$ cat src/hdl/relay_pkg.sv
// package of constants and types for the threshold relay control block
// assumes a 200 MHz system clock and a 32-bit signed counter result
// Function
// RULE1 - relay may go active only while result is at or above threshold
// RULE2 - active contact form, closed or open, comes from the relay mode
// RULE3 - primary relay follows the result with no qualification delay
// RULE4 - other relays need the result at threshold for 20 ms continuously
// RULE5 - first-threshold auto zero reloads the counter with the preload
// RULE6 - below-zero auto zero reloads primary threshold plus preload minus 1
// RULE7 - under auto zero, other thresholds must be within primary or nonnegative
// RULE8 - output switches within 15 ms (open collector) or 20 ms (relay)
// RULE9 - software keeps preload and primary threshold consistent for auto zero
// RULE10 - zero hold time keeps relay active while result stays at threshold
// RULE11 - nonzero hold time keeps relay active for the programmed duration
// RULE12 - reaching threshold again during a hold restarts the full hold
// RULE13 - bus driven relays follow only their holding register writes
// RULE14 - in closed/open modes holding writes ignored, reads give real state
// RULE15 - bus driven relays come up inactive after power up
// RULE16 - disabled relay stays permanently off
// RULE17 - hold time 0.1 to 99.9 in tenths, seconds or minutes
// RULE18 - thresholds are signed, range -99999 to 999999
// RULE19 - timing from a system clock tick; reset clears timers, relays off
package relay_pkg;

    localparam int          NUM_RELAYS     = 4;
    localparam int          COUNT_W        = 32;
    localparam int          THR_W          = 21;
    localparam int          HOLD_W         = 10;
    localparam int          HOLD_MS_W      = 24;

    // timing
    localparam int          CLK_HZ         = 200_000_000;
    localparam int          MS_TICK_NS     = 1_000_000;
    localparam int          MS_TICK_CYC    = MS_TICK_NS / 5;
    localparam int          QUAL_MS        = 20;
    // one extra tick, since the first millisecond tick may come early
    localparam int          QUAL_TICKS     = QUAL_MS + 1;
    localparam int          OC_SWITCH_MS   = 15;
    localparam int          MS_PER_TENTH_S = 100;
    localparam int          MS_PER_TENTH_M = 6000;
    localparam int          HOLD_MAX       = 999;

    // register byte offsets
    localparam logic [7:0]  AUTO_ZERO_OFS  = 8'h00;
    localparam logic [7:0]  PRELOAD_OFS    = 8'h04;
    localparam logic [7:0]  STATUS_OFS     = 8'h08;
    localparam logic [7:0]  RELAY_BASE_OFS = 8'h10;
    localparam logic [7:0]  RELAY_STRIDE   = 8'h10;
    localparam logic [3:0]  THRESH_SUB     = 4'h0;
    localparam logic [3:0]  CONFIG_SUB     = 4'h4;
    localparam logic [3:0]  HOLDING_SUB    = 4'h8;

    // config field positions
    localparam int          CFG_HOLD_LSB   = 0;
    localparam int          CFG_UNIT_BIT   = 12;
    localparam int          CFG_MODE_LSB   = 16;

    // reset values
    localparam logic [THR_W-1:0]   THRESH_RST  = 21'h000000;
    localparam logic [COUNT_W-1:0] PRELOAD_RST = 32'h00000000;

    typedef enum logic [1:0] {
        relay_disabled = 2'h0,
        closed_active  = 2'h1,
        open_active    = 2'h2,
        bus_driven     = 2'h3
    } relay_mode_type;

    typedef enum logic [1:0] {
        zero_off                = 2'h0,
        zero_at_first_threshold = 2'h1,
        zero_below_zero         = 2'h2
    } auto_zero_type;

    typedef struct packed {
        relay_mode_type     mode;
        logic               minutes;
        logic [HOLD_W-1:0]  hold;
    } relay_cfg_type;

    localparam relay_cfg_type CFG_RST = '{relay_disabled, 1'b0, 10'h000};

    typedef struct packed {
        logic               reload;
        logic [COUNT_W-1:0] value;
    } reload_req_type;

endpackage

$ cat src/hdl/relay_timer.sv
// one relay's qualification and hold timing
// assumes ms_tick is a one-cycle pulse once per millisecond on sys_clk
`timescale 1ns/1ps
module relay_timer #(
    parameter bit                   PRIMARY = 1'b0
) (
    input  wire logic                              sys_clk,
    input  wire logic                              sys_rst,
    input  wire logic                              ms_tick,
    input  wire logic                              at_threshold,
    input  wire logic [relay_pkg::HOLD_MS_W-1:0]   hold_ms,
    output logic                                   active
);
    import relay_pkg::*;

    logic [4:0]           qual_r;
    logic [4:0]           qual_nxt;
    logic                 met_r;
    logic [HOLD_MS_W-1:0] remain_r;
    logic [HOLD_MS_W-1:0] remain_nxt;
    wire                  met_now;
    wire                  rise;

    // qualification counter saturates once 20 ms are seen
    assign qual_nxt = !at_threshold ? 5'h00 :
                      (ms_tick && qual_r != 5'(QUAL_TICKS)) ?
                      qual_r + 5'h01 : qual_r; // RULE4
    assign met_now  = PRIMARY ? at_threshold
                              : (qual_r == 5'(QUAL_TICKS)); // RULE3 RULE4
    assign rise     = met_now & ~met_r;

    // a new crossing reloads the full hold, else count it down
    assign remain_nxt = rise ? hold_ms : // RULE12
                        (ms_tick && remain_r != '0) ?
                        remain_r - HOLD_MS_W'(1) : remain_r; // RULE11

    always_ff @(posedge sys_clk) begin
        if (sys_rst) begin
            qual_r   <= 5'h00; // RULE19
            met_r    <= 1'b0;
            remain_r <= '0;
        end else begin
            qual_r   <= qual_nxt;
            met_r    <= met_now;
            remain_r <= remain_nxt;
        end
    end

    // zero hold follows the registered comparison, one cycle late
    assign active = (hold_ms == '0) ? met_r : (remain_r != '0); // RULE10 RULE1

endmodule // relay_timer

$ cat src/hdl/threshold_relay_control.sv
// threshold comparison and relay output control with an Avalon-MM slave
// assumes count_value comes from counter logic on sys_clk, the counter
// takes reload_req in the cycle it is presented, and relay pins are
// driven through external open collector or coil drivers
//
// Design decisions made here: the address map and the Avalon-MM interface to the registers.
`timescale 1ns/1ps
module threshold_relay_control #(
    parameter int MS_TICK_CYCLES = relay_pkg::MS_TICK_CYC
) (
    input  wire logic                                 sys_clk,
    input  wire logic                                 sys_rst,
    // counter result and reload
    input  wire logic signed [relay_pkg::COUNT_W-1:0] count_value,
    output relay_pkg::reload_req_type                 reload_req,
    // relay drive and indicators, 1 = contact closed
    output logic [relay_pkg::NUM_RELAYS-1:0]          relay_closed,
    output logic [relay_pkg::NUM_RELAYS-1:0]          relay_led,
    // Avalon-MM slave
    input  wire logic [7:0]                           avs_address,
    input  wire logic                                 avs_read,
    input  wire logic                                 avs_write,
    input  wire logic [31:0]                          avs_writedata,
    input  wire logic [3:0]                           avs_byteenable,
    output logic [31:0]                               avs_readdata,
    output logic                                      avs_waitrequest
);
    import relay_pkg::*;

    localparam int N = NUM_RELAYS;

    // ---------------- register state ----------------
    logic [1:0]                 auto_zero_r;
    logic signed [COUNT_W-1:0]  preload_r;
    logic signed [THR_W-1:0]    thresh_r [N];
    relay_cfg_type              cfg_r    [N];
    logic [N-1:0]               holding_r;
    logic [N-1:0]               closed_r;
    logic                       ack_r;
    logic [31:0]                rdata_r;
    logic [31:0]                rdata_nxt;
    reload_req_type             reload_r;
    logic [31:0]                tick_cnt_r;
    logic                       ms_tick_r;

    // ---------------- bus decode ----------------
    wire        access    = avs_read | avs_write;
    wire        wr_take   = avs_write & ack_r; // lands as waitrequest drops
    wire        hit_az    = (avs_address == AUTO_ZERO_OFS);
    wire        hit_pre   = (avs_address == PRELOAD_OFS);
    wire        hit_stat  = (avs_address == STATUS_OFS);
    wire [7:0]  rel_off   = avs_address - RELAY_BASE_OFS;
    wire [3:0]  rel_idx   = rel_off[7:4];
    wire [3:0]  rel_sub   = rel_off[3:0];
    wire        rel_hit   = (avs_address >= RELAY_BASE_OFS) &&
                            (rel_idx < 4'(N));
    wire [31:0] wmask     = {{8{avs_byteenable[3]}}, {8{avs_byteenable[2]}},
                             {8{avs_byteenable[1]}}, {8{avs_byteenable[0]}}};

    // each request waits exactly one cycle, then completes
    assign avs_waitrequest = access & ~ack_r;
    assign avs_readdata    = rdata_r;

    always_ff @(posedge sys_clk) begin
        if (sys_rst) begin
            ack_r   <= 1'b0;
            rdata_r <= 32'h00000000;
        end else begin
            ack_r   <= access & ~ack_r;
            rdata_r <= (avs_read & ~ack_r) ? rdata_nxt : rdata_r;
        end
    end

    // ---------------- millisecond tick ----------------
    // one shared divider; per relay timers only count ticks
    always_ff @(posedge sys_clk) begin
        if (sys_rst) begin
            tick_cnt_r <= 32'h00000000; // RULE19
            ms_tick_r  <= 1'b0;
        end else if (tick_cnt_r == 32'(MS_TICK_CYCLES - 1)) begin
            tick_cnt_r <= 32'h00000000;
            ms_tick_r  <= 1'b1;
        end else begin
            tick_cnt_r <= tick_cnt_r + 32'h00000001;
            ms_tick_r  <= 1'b0;
        end
    end

    // ---------------- global registers ----------------
    always_ff @(posedge sys_clk) begin
        if (sys_rst) begin
            auto_zero_r <= 2'h0;
            preload_r   <= PRELOAD_RST;
        end else if (wr_take) begin
            if (hit_az && avs_byteenable[0])
                auto_zero_r <= avs_writedata[1:0];
            if (hit_pre)
                preload_r <= (preload_r & ~wmask) | (avs_writedata & wmask);
        end
    end

    // ---------------- auto zero ----------------
    wire signed [COUNT_W-1:0] thr1 = COUNT_W'(thresh_r[0]);
    wire zero_first = (auto_zero_r == zero_at_first_threshold);
    wire zero_below = (auto_zero_r == zero_below_zero);
    wire hit_first  = zero_first && (count_value >= thr1); // RULE5
    wire hit_below  = zero_below && (count_value < 0); // RULE6
    wire signed [COUNT_W-1:0] below_value = thr1 + preload_r
                                          - COUNT_W'(1); // RULE6

    // reload is one cycle; the counter has not moved by the next compare,
    // so back-to-back pulses are suppressed rather than repeated
    always_ff @(posedge sys_clk) begin
        if (sys_rst) begin
            reload_r <= '0;
        end else begin
            reload_r.reload <= (hit_first | hit_below) & ~reload_r.reload;
            reload_r.value  <= hit_first ? preload_r : below_value; // RULE5
        end
    end
    assign reload_req = reload_r;

    // ---------------- per relay channels ----------------
    logic [N-1:0]  timer_active;
    logic [31:0]   rel_rdata [N];

    genvar g;
    generate
        for (g = 0; g < N; g++) begin : chan
            wire signed [COUNT_W-1:0] thr = COUNT_W'(thresh_r[g]);
            wire sel = wr_take && rel_hit && (rel_idx == 4'(g));
            // under auto zero, other relays only within the auto zero window
            wire allowed = (g == 0) ? 1'b1 :
                           zero_first ? (thr <= thr1) :
                           zero_below ? (thr >= 0) : 1'b1; // RULE7
            wire at_thr = allowed && (count_value >= thr); // RULE1
            wire [HOLD_MS_W-1:0] hold_ms = HOLD_MS_W'(cfg_r[g].hold) *
                (cfg_r[g].minutes ? HOLD_MS_W'(MS_PER_TENTH_M)
                                  : HOLD_MS_W'(MS_PER_TENTH_S)); // RULE17
            wire is_bus = (cfg_r[g].mode == bus_driven);
            wire phys;

            // threshold and config writes
            always_ff @(posedge sys_clk) begin
                if (sys_rst) begin
                    thresh_r[g] <= THRESH_RST;
                    cfg_r[g]    <= CFG_RST;
                end else if (sel && rel_sub == THRESH_SUB) begin
                    thresh_r[g] <= avs_writedata[THR_W-1:0]; // RULE18
                end else if (sel && rel_sub == CONFIG_SUB) begin
                    cfg_r[g].hold    <= (avs_writedata[9:0] > 10'(HOLD_MAX))
                                        ? 10'(HOLD_MAX)
                                        : avs_writedata[9:0]; // RULE17
                    cfg_r[g].minutes <= avs_writedata[CFG_UNIT_BIT];
                    cfg_r[g].mode    <= relay_mode_type'(
                        avs_writedata[CFG_MODE_LSB+1:CFG_MODE_LSB]);
                end
            end

            // holding register only accepts writes in bus mode
            always_ff @(posedge sys_clk) begin
                if (sys_rst)
                    holding_r[g] <= 1'b0; // RULE15
                else if (sel && rel_sub == HOLDING_SUB && is_bus)
                    holding_r[g] <= avs_writedata[0]; // RULE13 RULE14
            end

            relay_timer #(
                .PRIMARY      (g == 0)
            ) u_timer (
                .sys_clk      (sys_clk),
                .sys_rst      (sys_rst),
                .ms_tick      (ms_tick_r),
                .at_threshold (at_thr),
                .hold_ms      (hold_ms),
                .active       (timer_active[g])
            );

            // contact form from mode
            assign phys =
                (cfg_r[g].mode == closed_active) ?  timer_active[g] :
                (cfg_r[g].mode == open_active)   ? ~timer_active[g] :
                is_bus ? holding_r[g] : 1'b0; // RULE2 RULE13 RULE16

            // registered drive, so output lags the compare by two cycles,
            // far inside the 15 ms switching budget
            always_ff @(posedge sys_clk) begin
                if (sys_rst)
                    closed_r[g] <= 1'b0; // RULE19
                else
                    closed_r[g] <= phys; // RULE8
            end

            // read mux per relay; holding reads show the real contact
            assign rel_rdata[g] =
                (rel_sub == THRESH_SUB) ? 32'(thresh_r[g]) :
                (rel_sub == CONFIG_SUB) ?
                    {14'h0000, cfg_r[g].mode, 3'h0, cfg_r[g].minutes,
                     2'h0, cfg_r[g].hold} :
                (rel_sub == HOLDING_SUB) ?
                    {31'h00000000, is_bus ? holding_r[g]
                                          : closed_r[g]} // RULE14
                    : 32'h00000000;
        end
    endgenerate

    // ---------------- read data select ----------------
    // unmapped offsets read as zero and ignore writes
    assign rdata_nxt =
        hit_az   ? {30'h00000000, auto_zero_r} :
        hit_pre  ? preload_r :
        hit_stat ? {{(32-N){1'b0}}, closed_r} :
        (rel_hit && (rel_sub == THRESH_SUB || rel_sub == CONFIG_SUB ||
                     rel_sub == HOLDING_SUB)) ? rel_rdata[rel_idx[1:0]] :
        32'h00000000;

    assign relay_closed = closed_r;
    assign relay_led    = closed_r; // led lit means contact closed

endmodule // threshold_relay_control

$ cat config.mk
export PLATFORM = sky130hd
export DESIGN_NAME = threshold_relay_control
export DESIGN_NICKNAME = d
export VERILOG_FILES = /design/src/hdl/relay_pkg.sv /design/src/hdl/relay_timer.sv /design/src/hdl/threshold_relay_control.sv
export SDC_FILE = /design/constraint.sdc
export NUM_CORES = 2
export LEC_CHECK = 0
export ABC_AREA = 1
export BUFFER_PORTS_ARGS = -buffer_cell sky130_fd_sc_hd__buf_4
export CORE_MARGIN = 3
export CORE_UTILIZATION = 65
export CTS_BUF_LIST = sky130_fd_sc_hd__clkbuf_8
export DETAILED_ROUTE_END_ITERATION = 10
export PLACE_DENSITY = 0.83
export SLEW_MARGIN = 20
export SYNTH_ARGS = -nofsm -noshare
export SYNTH_HDL_FRONTEND = slang
export SYNTH_SLANG_ARGS = --single-unit
export TNS_END_PERCENT = 20
$ cat constraint.sdc
create_clock -name sys_clk -period 6.24 [get_ports sys_clk]
set_input_delay 0.936 -clock sys_clk [delete_from_list [all_inputs] [get_ports sys_clk]]
set_output_delay 0.936 -clock sys_clk [all_outputs]
set_load 0.01 [all_outputs]
== Word level (Yosys, flattened, before mapping) ==
Memory sizes are Yosys's and may differ from the RTL's.
Index checks and enable logic that the tools add are counted.
Operators by class
  add/subtract/negate cells: 11
  multipliers: 4
  divide/modulo/power cells: 0
  $lt $le $gt $ge: 15
  equal/unequal tests: 28
  shifts and indexed selects: 0
  muxes and demuxes: 106
  bitwise logic cells: 44
  reductions and logical operators: 59
Operators by type and width (number)
  32-bit two-way mux: 11
  24-bit two-way mux: 8
  32-bit by 21-bit greater-or-equal comparator with 1-bit output: 4
  24-bit zero test: 4
  24-bit nonzero test: 4
  24-bit by 1-bit subtractor with 24-bit output, second input constant: 4
  10-bit by 13-bit multiplier with 23-bit output: 4
  21-bit two-way mux: 4
  18-bit two-way mux: 4
  1-bit two-way mux: 65
  32-bit AND: 2
  32-bit binary-select mux with 2-bit select: 1
  21-bit by 1-bit greater-or-equal comparator with 1-bit output, second input constant: 3
  21-bit less-or-equal comparator: 3
  13-bit two-way mux: 4
  10-bit two-way mux: 5
  1-bit logical AND: 36
  21-bit by 32-bit adder with 32-bit output: 1
  32-bit by 1-bit adder with 32-bit output, second input constant: 1
  32-bit by 18-bit == test with 1-bit output, second input constant: 1
  32-bit by 1-bit < comparator with 1-bit output, second input constant: 1
  32-bit NOT: 1
  32-bit OR: 1
  32-bit by 2-bit subtractor with 32-bit output, second input constant: 1
  27 further kinds: 94
Word-level totals
  register bits: 256
  latch bits: 0
  memory bits (writable): 136
  ROM bits: 0
  input bits: 80
  output and inout bits: 74
  word-level logic and storage cells: 296
  memories kept: 2
Memories
  thresh_r: depth 4, bits a word 21, rd ports 4, clocked after memory_dff 0, wr ports 4, line threshold_relay_control.sv:35  | logic signed [THR_W-1:0] thresh_r [N];
  cfg_r: depth 4, bits a word 13, rd ports 4, clocked after memory_dff 0, wr ports 4, line threshold_relay_control.sv:36  | relay_cfg_type cfg_r [N];

== Depth between registers and ports, before layout ==
An unclocked memory read counts as a cell.
  depth after elaboration: 13
  mapped depth: 34
  gate-level depth less buffers: 33

== Modules after synthesis ==
Synthesis repeated with hierarchy kept, for this count alone.
Unflattened totals
  cells, all modules: 5281
  area, all modules: 38406.8 µm²
Modules (own cells, without submodules)
  threshold_relay_control: times used 1, cells an instance 3805, area an instance 29744.8 µm², sequential area each 6906.6 µm²
  relay_timer at chan[1].u_timer ...: times used 2, cells an instance 378, area an instance 2208.4 µm², sequential area each 600.6 µm²
  relay_timer at chan[3].u_timer: times used 1, cells an instance 386, area an instance 2208.4 µm², sequential area each 600.6 µm²
  relay_timer at chan[0].u_timer: times used 1, cells an instance 334, area an instance 2037.0 µm², sequential area each 500.5 µm²

== Worst setup path before layout ==
OpenSTA, ideal clock, no wires.
  path type: register to register
  start: mem cfg_r[0][10] (netlist bit)
  end: reg closed_r[0] (netlist: relay_closed[0])
  setup time: 111 ps
  data arrival time: 5010 ps
  required time: 6129 ps
  setup slack: 1118 ps
  stages on the path, launching flop included: 30
  path buffers: 1
  period minus slack after synthesis: 5122 ps
  path through: edfxtp_1 -> clkbuf_1 -> nand2_1 -> nor2_1 -> inv_1 -> nand2_1 -> inv_1 -> ha_1 -> or2_2 -> inv_1 -> fa_1 -> inv_1 -> fa_1 -> fa_1 -> fa_1 -> ha_1 -> nand2_1 -> inv_1 -> a21oi_1 -> nand2_1 -> nand2_1 -> nand2_1 -> xnor2_1 -> nand3_1 -> nor2_1 -> nand3_1 -> nand2_1 -> nand2_1 -> nand2_1 -> nor2_1
RTL lines
  start, declared: line threshold_relay_control.sv:36
  end signal, assigned by index: line threshold_relay_control.sv:191  | closed_r[g] <= phys;
  end, declared: line threshold_relay_control.sv:38  | logic [N-1:0] closed_r;

==> impl_metrics.prom <==
# TYPE chip_impl_metric gauge
chip_impl_metric{name="drt_first_pass_iters",unit=""} 8
chip_impl_metric{name="num_vias",unit=""} 35100
chip_impl_metric{name="number_of_antenna_violations_at_the_first_check_in_global_routing",unit=""} 4
chip_impl_metric{name="drt_iter0_drc",unit=""} 3532
chip_impl_metric{name="viasPerCell",unit=""} 5.75
chip_impl_metric{name="routed_wl",unit="mm"} 107
chip_impl_metric{name="syn-cell-area",unit="um^2"} 37600
chip_impl_metric{name="final_hold_violations",unit=""} 0
chip_impl_info{name="worstHoldPathType",value="flip-flop to flip-flop"} 1
chip_impl_metric{name="worst-endpoint-arrival",unit="ps"} 6210
chip_impl_metric{name="tritoncts.num_buffers",unit=""} 71
chip_impl_info{name="crit_path_frequent_cell",value="nand2_1"} 1
chip_impl_metric{name="floorplan.io_pins",unit=""} 154
chip_impl_metric{name="post_route_cells_drive_above_1_share",unit=""} 0.0703
chip_impl_metric{name="synth_seq_cells",unit=""} 392
chip_impl_metric{name="clock_skew",unit="ps"} 53.8
chip_impl_metric{name="cp_slowest_stage_delay",unit="ps"} 520
chip_impl_info{name="rsz0062_at_grt",value="false"} 1
chip_impl_metric{name="htree_levels",unit=""} 3
chip_impl_metric{name="leakagePower",unit="nW"} 20.6
chip_impl_info{name="criticalPathCategory",value="flip-flop to flip-flop"} 1
chip_impl_info{name="status",value="complete, no violations"} 1
chip_impl_metric{name="gp_congestion",unit=""} 1.02
chip_impl_info{name="setup.worst_path.end_class",value="flip-flop"} 1
chip_impl_metric{name="cts.path.max_buffers",unit=""} 3
chip_impl_metric{name="cp.required",unit="ps"} 6850
chip_impl_metric{name="final_number_of_setup_violating_endpoints",unit=""} 0
chip_impl_metric{name="use_met3",unit=""} 0.0721
chip_impl_metric{name="relSlewSlack",unit=""} 0.211
chip_impl_metric{name="p_total",unit="mW"} 7.87
chip_impl_metric{name="nFillCells",unit=""} 4737
chip_impl_metric{name="netlist-cell-type-count",unit=""} 68
chip_impl_metric{name="placementRows",unit=""} 87
chip_impl_metric{name="clkSinkCount",unit=""} 392
chip_impl_metric{name="synth_edf_count",unit=""} 136
chip_impl_metric{name="floorplan.initialDensity",unit=""} 0.662
chip_impl_metric{name="finalCritPeriodShare",unit=""} 0.898
chip_impl_metric{name="grt_max_degree",unit=""} 73
chip_impl_info{name="synth_top_flop_cell",value="dfxtp_1"} 1
chip_impl_info{name="clk_root_buffer_cell",value="clkbuf_8"} 1
chip_impl_metric{name="detail-route-antenna-nets",unit=""} 0
chip_impl_metric{name="post_synth.cell_area_avg",unit="um^2"} 7.29
chip_impl_metric{name="port_buffer_count",unit=""} 153
chip_impl_metric{name="clock_latency_on_the_worst_skew_pair",unit="ps"} 710
chip_impl_metric{name="synth.yosys.warnings",unit=""} 0
chip_impl_metric{name="number_of_instances_in_the_synthesized_netlist",unit=""} 5155
chip_impl_metric{name="cp_max_fo",unit=""} 13
chip_impl_metric{name="use_met2",unit=""} 0.560
chip_impl_metric{name="clk_pin_slew_worst_paths",unit="ps"} 60
chip_impl_metric{name="global_route_wire_length_before_repair",unit="mm"} 169
chip_impl_metric{name="ctsResizeCount",unit=""} 0
chip_impl_metric{name="max_slew.worst_pin.slew",unit="ps"} 1180
chip_impl_metric{name="grt_util_all_layers",unit=""} 0.348
chip_impl_info{name="cts_tree",value="built"} 1
chip_impl_metric{name="die_w",unit="um"} 247
chip_impl_metric{name="final.setup.tns",unit="ps"} 0
chip_impl_metric{name="max_clock_freq",unit="MHz"} 178
chip_impl_metric{name="grt.overflow.total",unit=""} 0
chip_impl_metric{name="met1_usage",unit=""} 0.446
chip_impl_metric{name="post_synthesis_sequential_area_ratio",unit=""} 0.245
chip_impl_info{name="top_usage_layer",value="met2"} 1
chip_impl_metric{name="async_reset_ff_frac",unit=""} 0
chip_impl_metric{name="final_nets",unit=""} 6047
chip_impl_metric{name="die-height",unit="um"} 247
chip_impl_metric{name="core",unit="um^2"} 56800
chip_impl_metric{name="flow.area_growth_from_synthesis",unit="%"} 8.26
chip_impl_metric{name="drc",unit=""} 0
chip_impl_metric{name="pwr_density_cell",unit="nW/um^2"} 193
chip_impl_metric{name="sum_of_net_half_perimeters_after_detailed_placement",unit="mm"} 84.7
chip_impl_metric{name="vdd_drop_max",unit="mV"} 0.234
chip_impl_metric{name="timing.max_cap.violations",unit=""} 0
chip_impl_metric{name="final-max-slew-violation-count",unit=""} 0
chip_impl_metric{name="dieArea",unit="um^2"} 60800
chip_impl_info{name="cpMaxStageDelayCell",value="edfxtp_1"} 1
chip_impl_metric{name="first_global_vias",unit=""} 33200
chip_impl_metric{name="final_period_minus_worst_setup_slack",unit="ps"} 5600
chip_impl_metric{name="wl_per_cell",unit="um"} 17.6
chip_impl_info{name="kind_of_start_point_of_the_critical_path",value="flip-flop"} 1
synthesized netlist by cell type (30+ instances only):
master,instances,area [um^2]
nor2_1,552,2070
o21ai_0,321,1610
nor3_1,60,300
nand4_1,90,563
xor2_1,93,815
xnor2_1,52,455
nand2_1,972,3650
fa_1,141,2820
edfxtp_1,136,4080
clkbuf_1,77,289
ha_1,532,6660
o211ai_1,35,263
a31oi_1,30,188
a21oi_1,396,1980
dfxtp_1,256,5120
inv_1,872,3270
nand3_1,242,1210
worst paths after layout:
check                                              endpoint  slack (ps)  cells past startpoint                   startpoint
worst min-delay path            chan[0].u_timer.remain_r[0]         460                      1  chan[0].u_timer.remain_r[0]
worst max register to register              relay_closed[3]         640                     28                 cfg_r[3][10]
worst min register to register  chan[0].u_timer.remain_r[0]         460                      1  chan[0].u_timer.remain_r[0]
worst max-delay path                        relay_closed[3]         640                     28                 cfg_r[3][10]
layout by cell type (no fill, tap or decap), types with 13 or more instances in the layout:
cell | Yosys | routed
nand4_1 | 90 | 90
inv_2 | 12 | 13
clkbuf_8 | 0 | 78
ha_1 | 532 | 532
o21bai_1 | 19 | 19
xor2_1 | 93 | 93
edfxtp_1 | 136 | 136
o211ai_1 | 35 | 35
o21ai_2 | 7 | 15
inv_1 | 872 | 897
o21ai_1 | 25 | 25
a21oi_1 | 396 | 396
buf_4 | 6 | 174
a31oi_1 | 30 | 30
conb_1 | 2 | 16
nand3b_1 | 22 | 22
nor2_1 | 552 | 552
fa_1 | 141 | 141
o21ai_0 | 321 | 313
nand3_1 | 242 | 242
nor4_1 | 14 | 14
dfxtp_1 | 256 | 256
or2_2 | 14 | 14
xnor2_1 | 52 | 52
nand2_1 | 972 | 971
nor3_1 | 60 | 60
power by group:
part           leakage, nW  switching (mW)  internal [mW]
sequential            3.48          0.0798           2.72
combinational         16.4            1.69          0.951
clock                0.804            1.22           1.21
total                 20.6            2.99           4.88
layout make-up:
type / count / area [um^2] / share of cell area
diodes: 4 / 10.0 / 0.000246
clock buffers: 78 / 1070 / 0.0264
clock inverters: 49 / 283 / 0.00695
inverters: 891 / 3350 / 0.0823
multi-input cells: 3764 / 24500 / 0.603
flip-flops and latches: 392 / 9210 / 0.226
well taps: 756 / 946 / 0.0232
repair buffers: 174 / 1310 / 0.0321
through the flow:
stage	utilization	cell area (um^2)	hold WS, ps	std cells	setup WS (ps)
floorplan	-	37700	422	5169	1120
global placement	0.692	39300	435	5976	624
detailed placement	0.692	39300	449	5976	511
CTS	0.716	40700	457	6103	486
global route	0.716	40700	476	6106	155
finish	0.716	40700	456	6108	637
layer usage:
layer | routed length [um] | vias to the layer above
met2 | 48100 | 1513
met1 | 43700 | 16100
met3 | 9620 | 373
li1 | - | 17200
met4 | 5970 | 6
met5 | 41 | -
worst max-delay path: cells and delay by family (launching register included):
family                   cells  cell delay (ps)
AND/OR/NAND/NOR             13             1450
buffers and inverters        6              610
flip-flops                   1              520
AO/OA/AOI/OAI                2              110
adder cells (fa/ha/maj)      6             2550
XOR/XNOR                     1              280
cells by family after synthesis:
logic type,Yosys count,synth area share
compound gates,892,0.130
xor+xnor,145,0.0338
fa+ha+maj,673,0.252
buf+inv,1013,0.105
flops,392,0.245
other cells,2,0.000200
simple gates,2038,0.234
state kept, by name, summed over array words and instances, names as in the netlist, named ones only:
name	count
tick_cnt_r	32
thresh_r	84
reload_req	33
holding_r	4
chan.u_timer.qual_r	15
cfg_r	52
relay_closed	4
ms_tick_r	1
ack_r	1
chan.u_timer.remain_r	96
auto_zero_r	2
avs_readdata	32
chan.u_timer.met_r	4
what timing repair did:
item,4_1_cts,5_1_grt
hold buffers,0,0
setup buffers,0,1
setup endpoints to repair,0,1
Note: power is estimated with default switching activity, not from simulation.
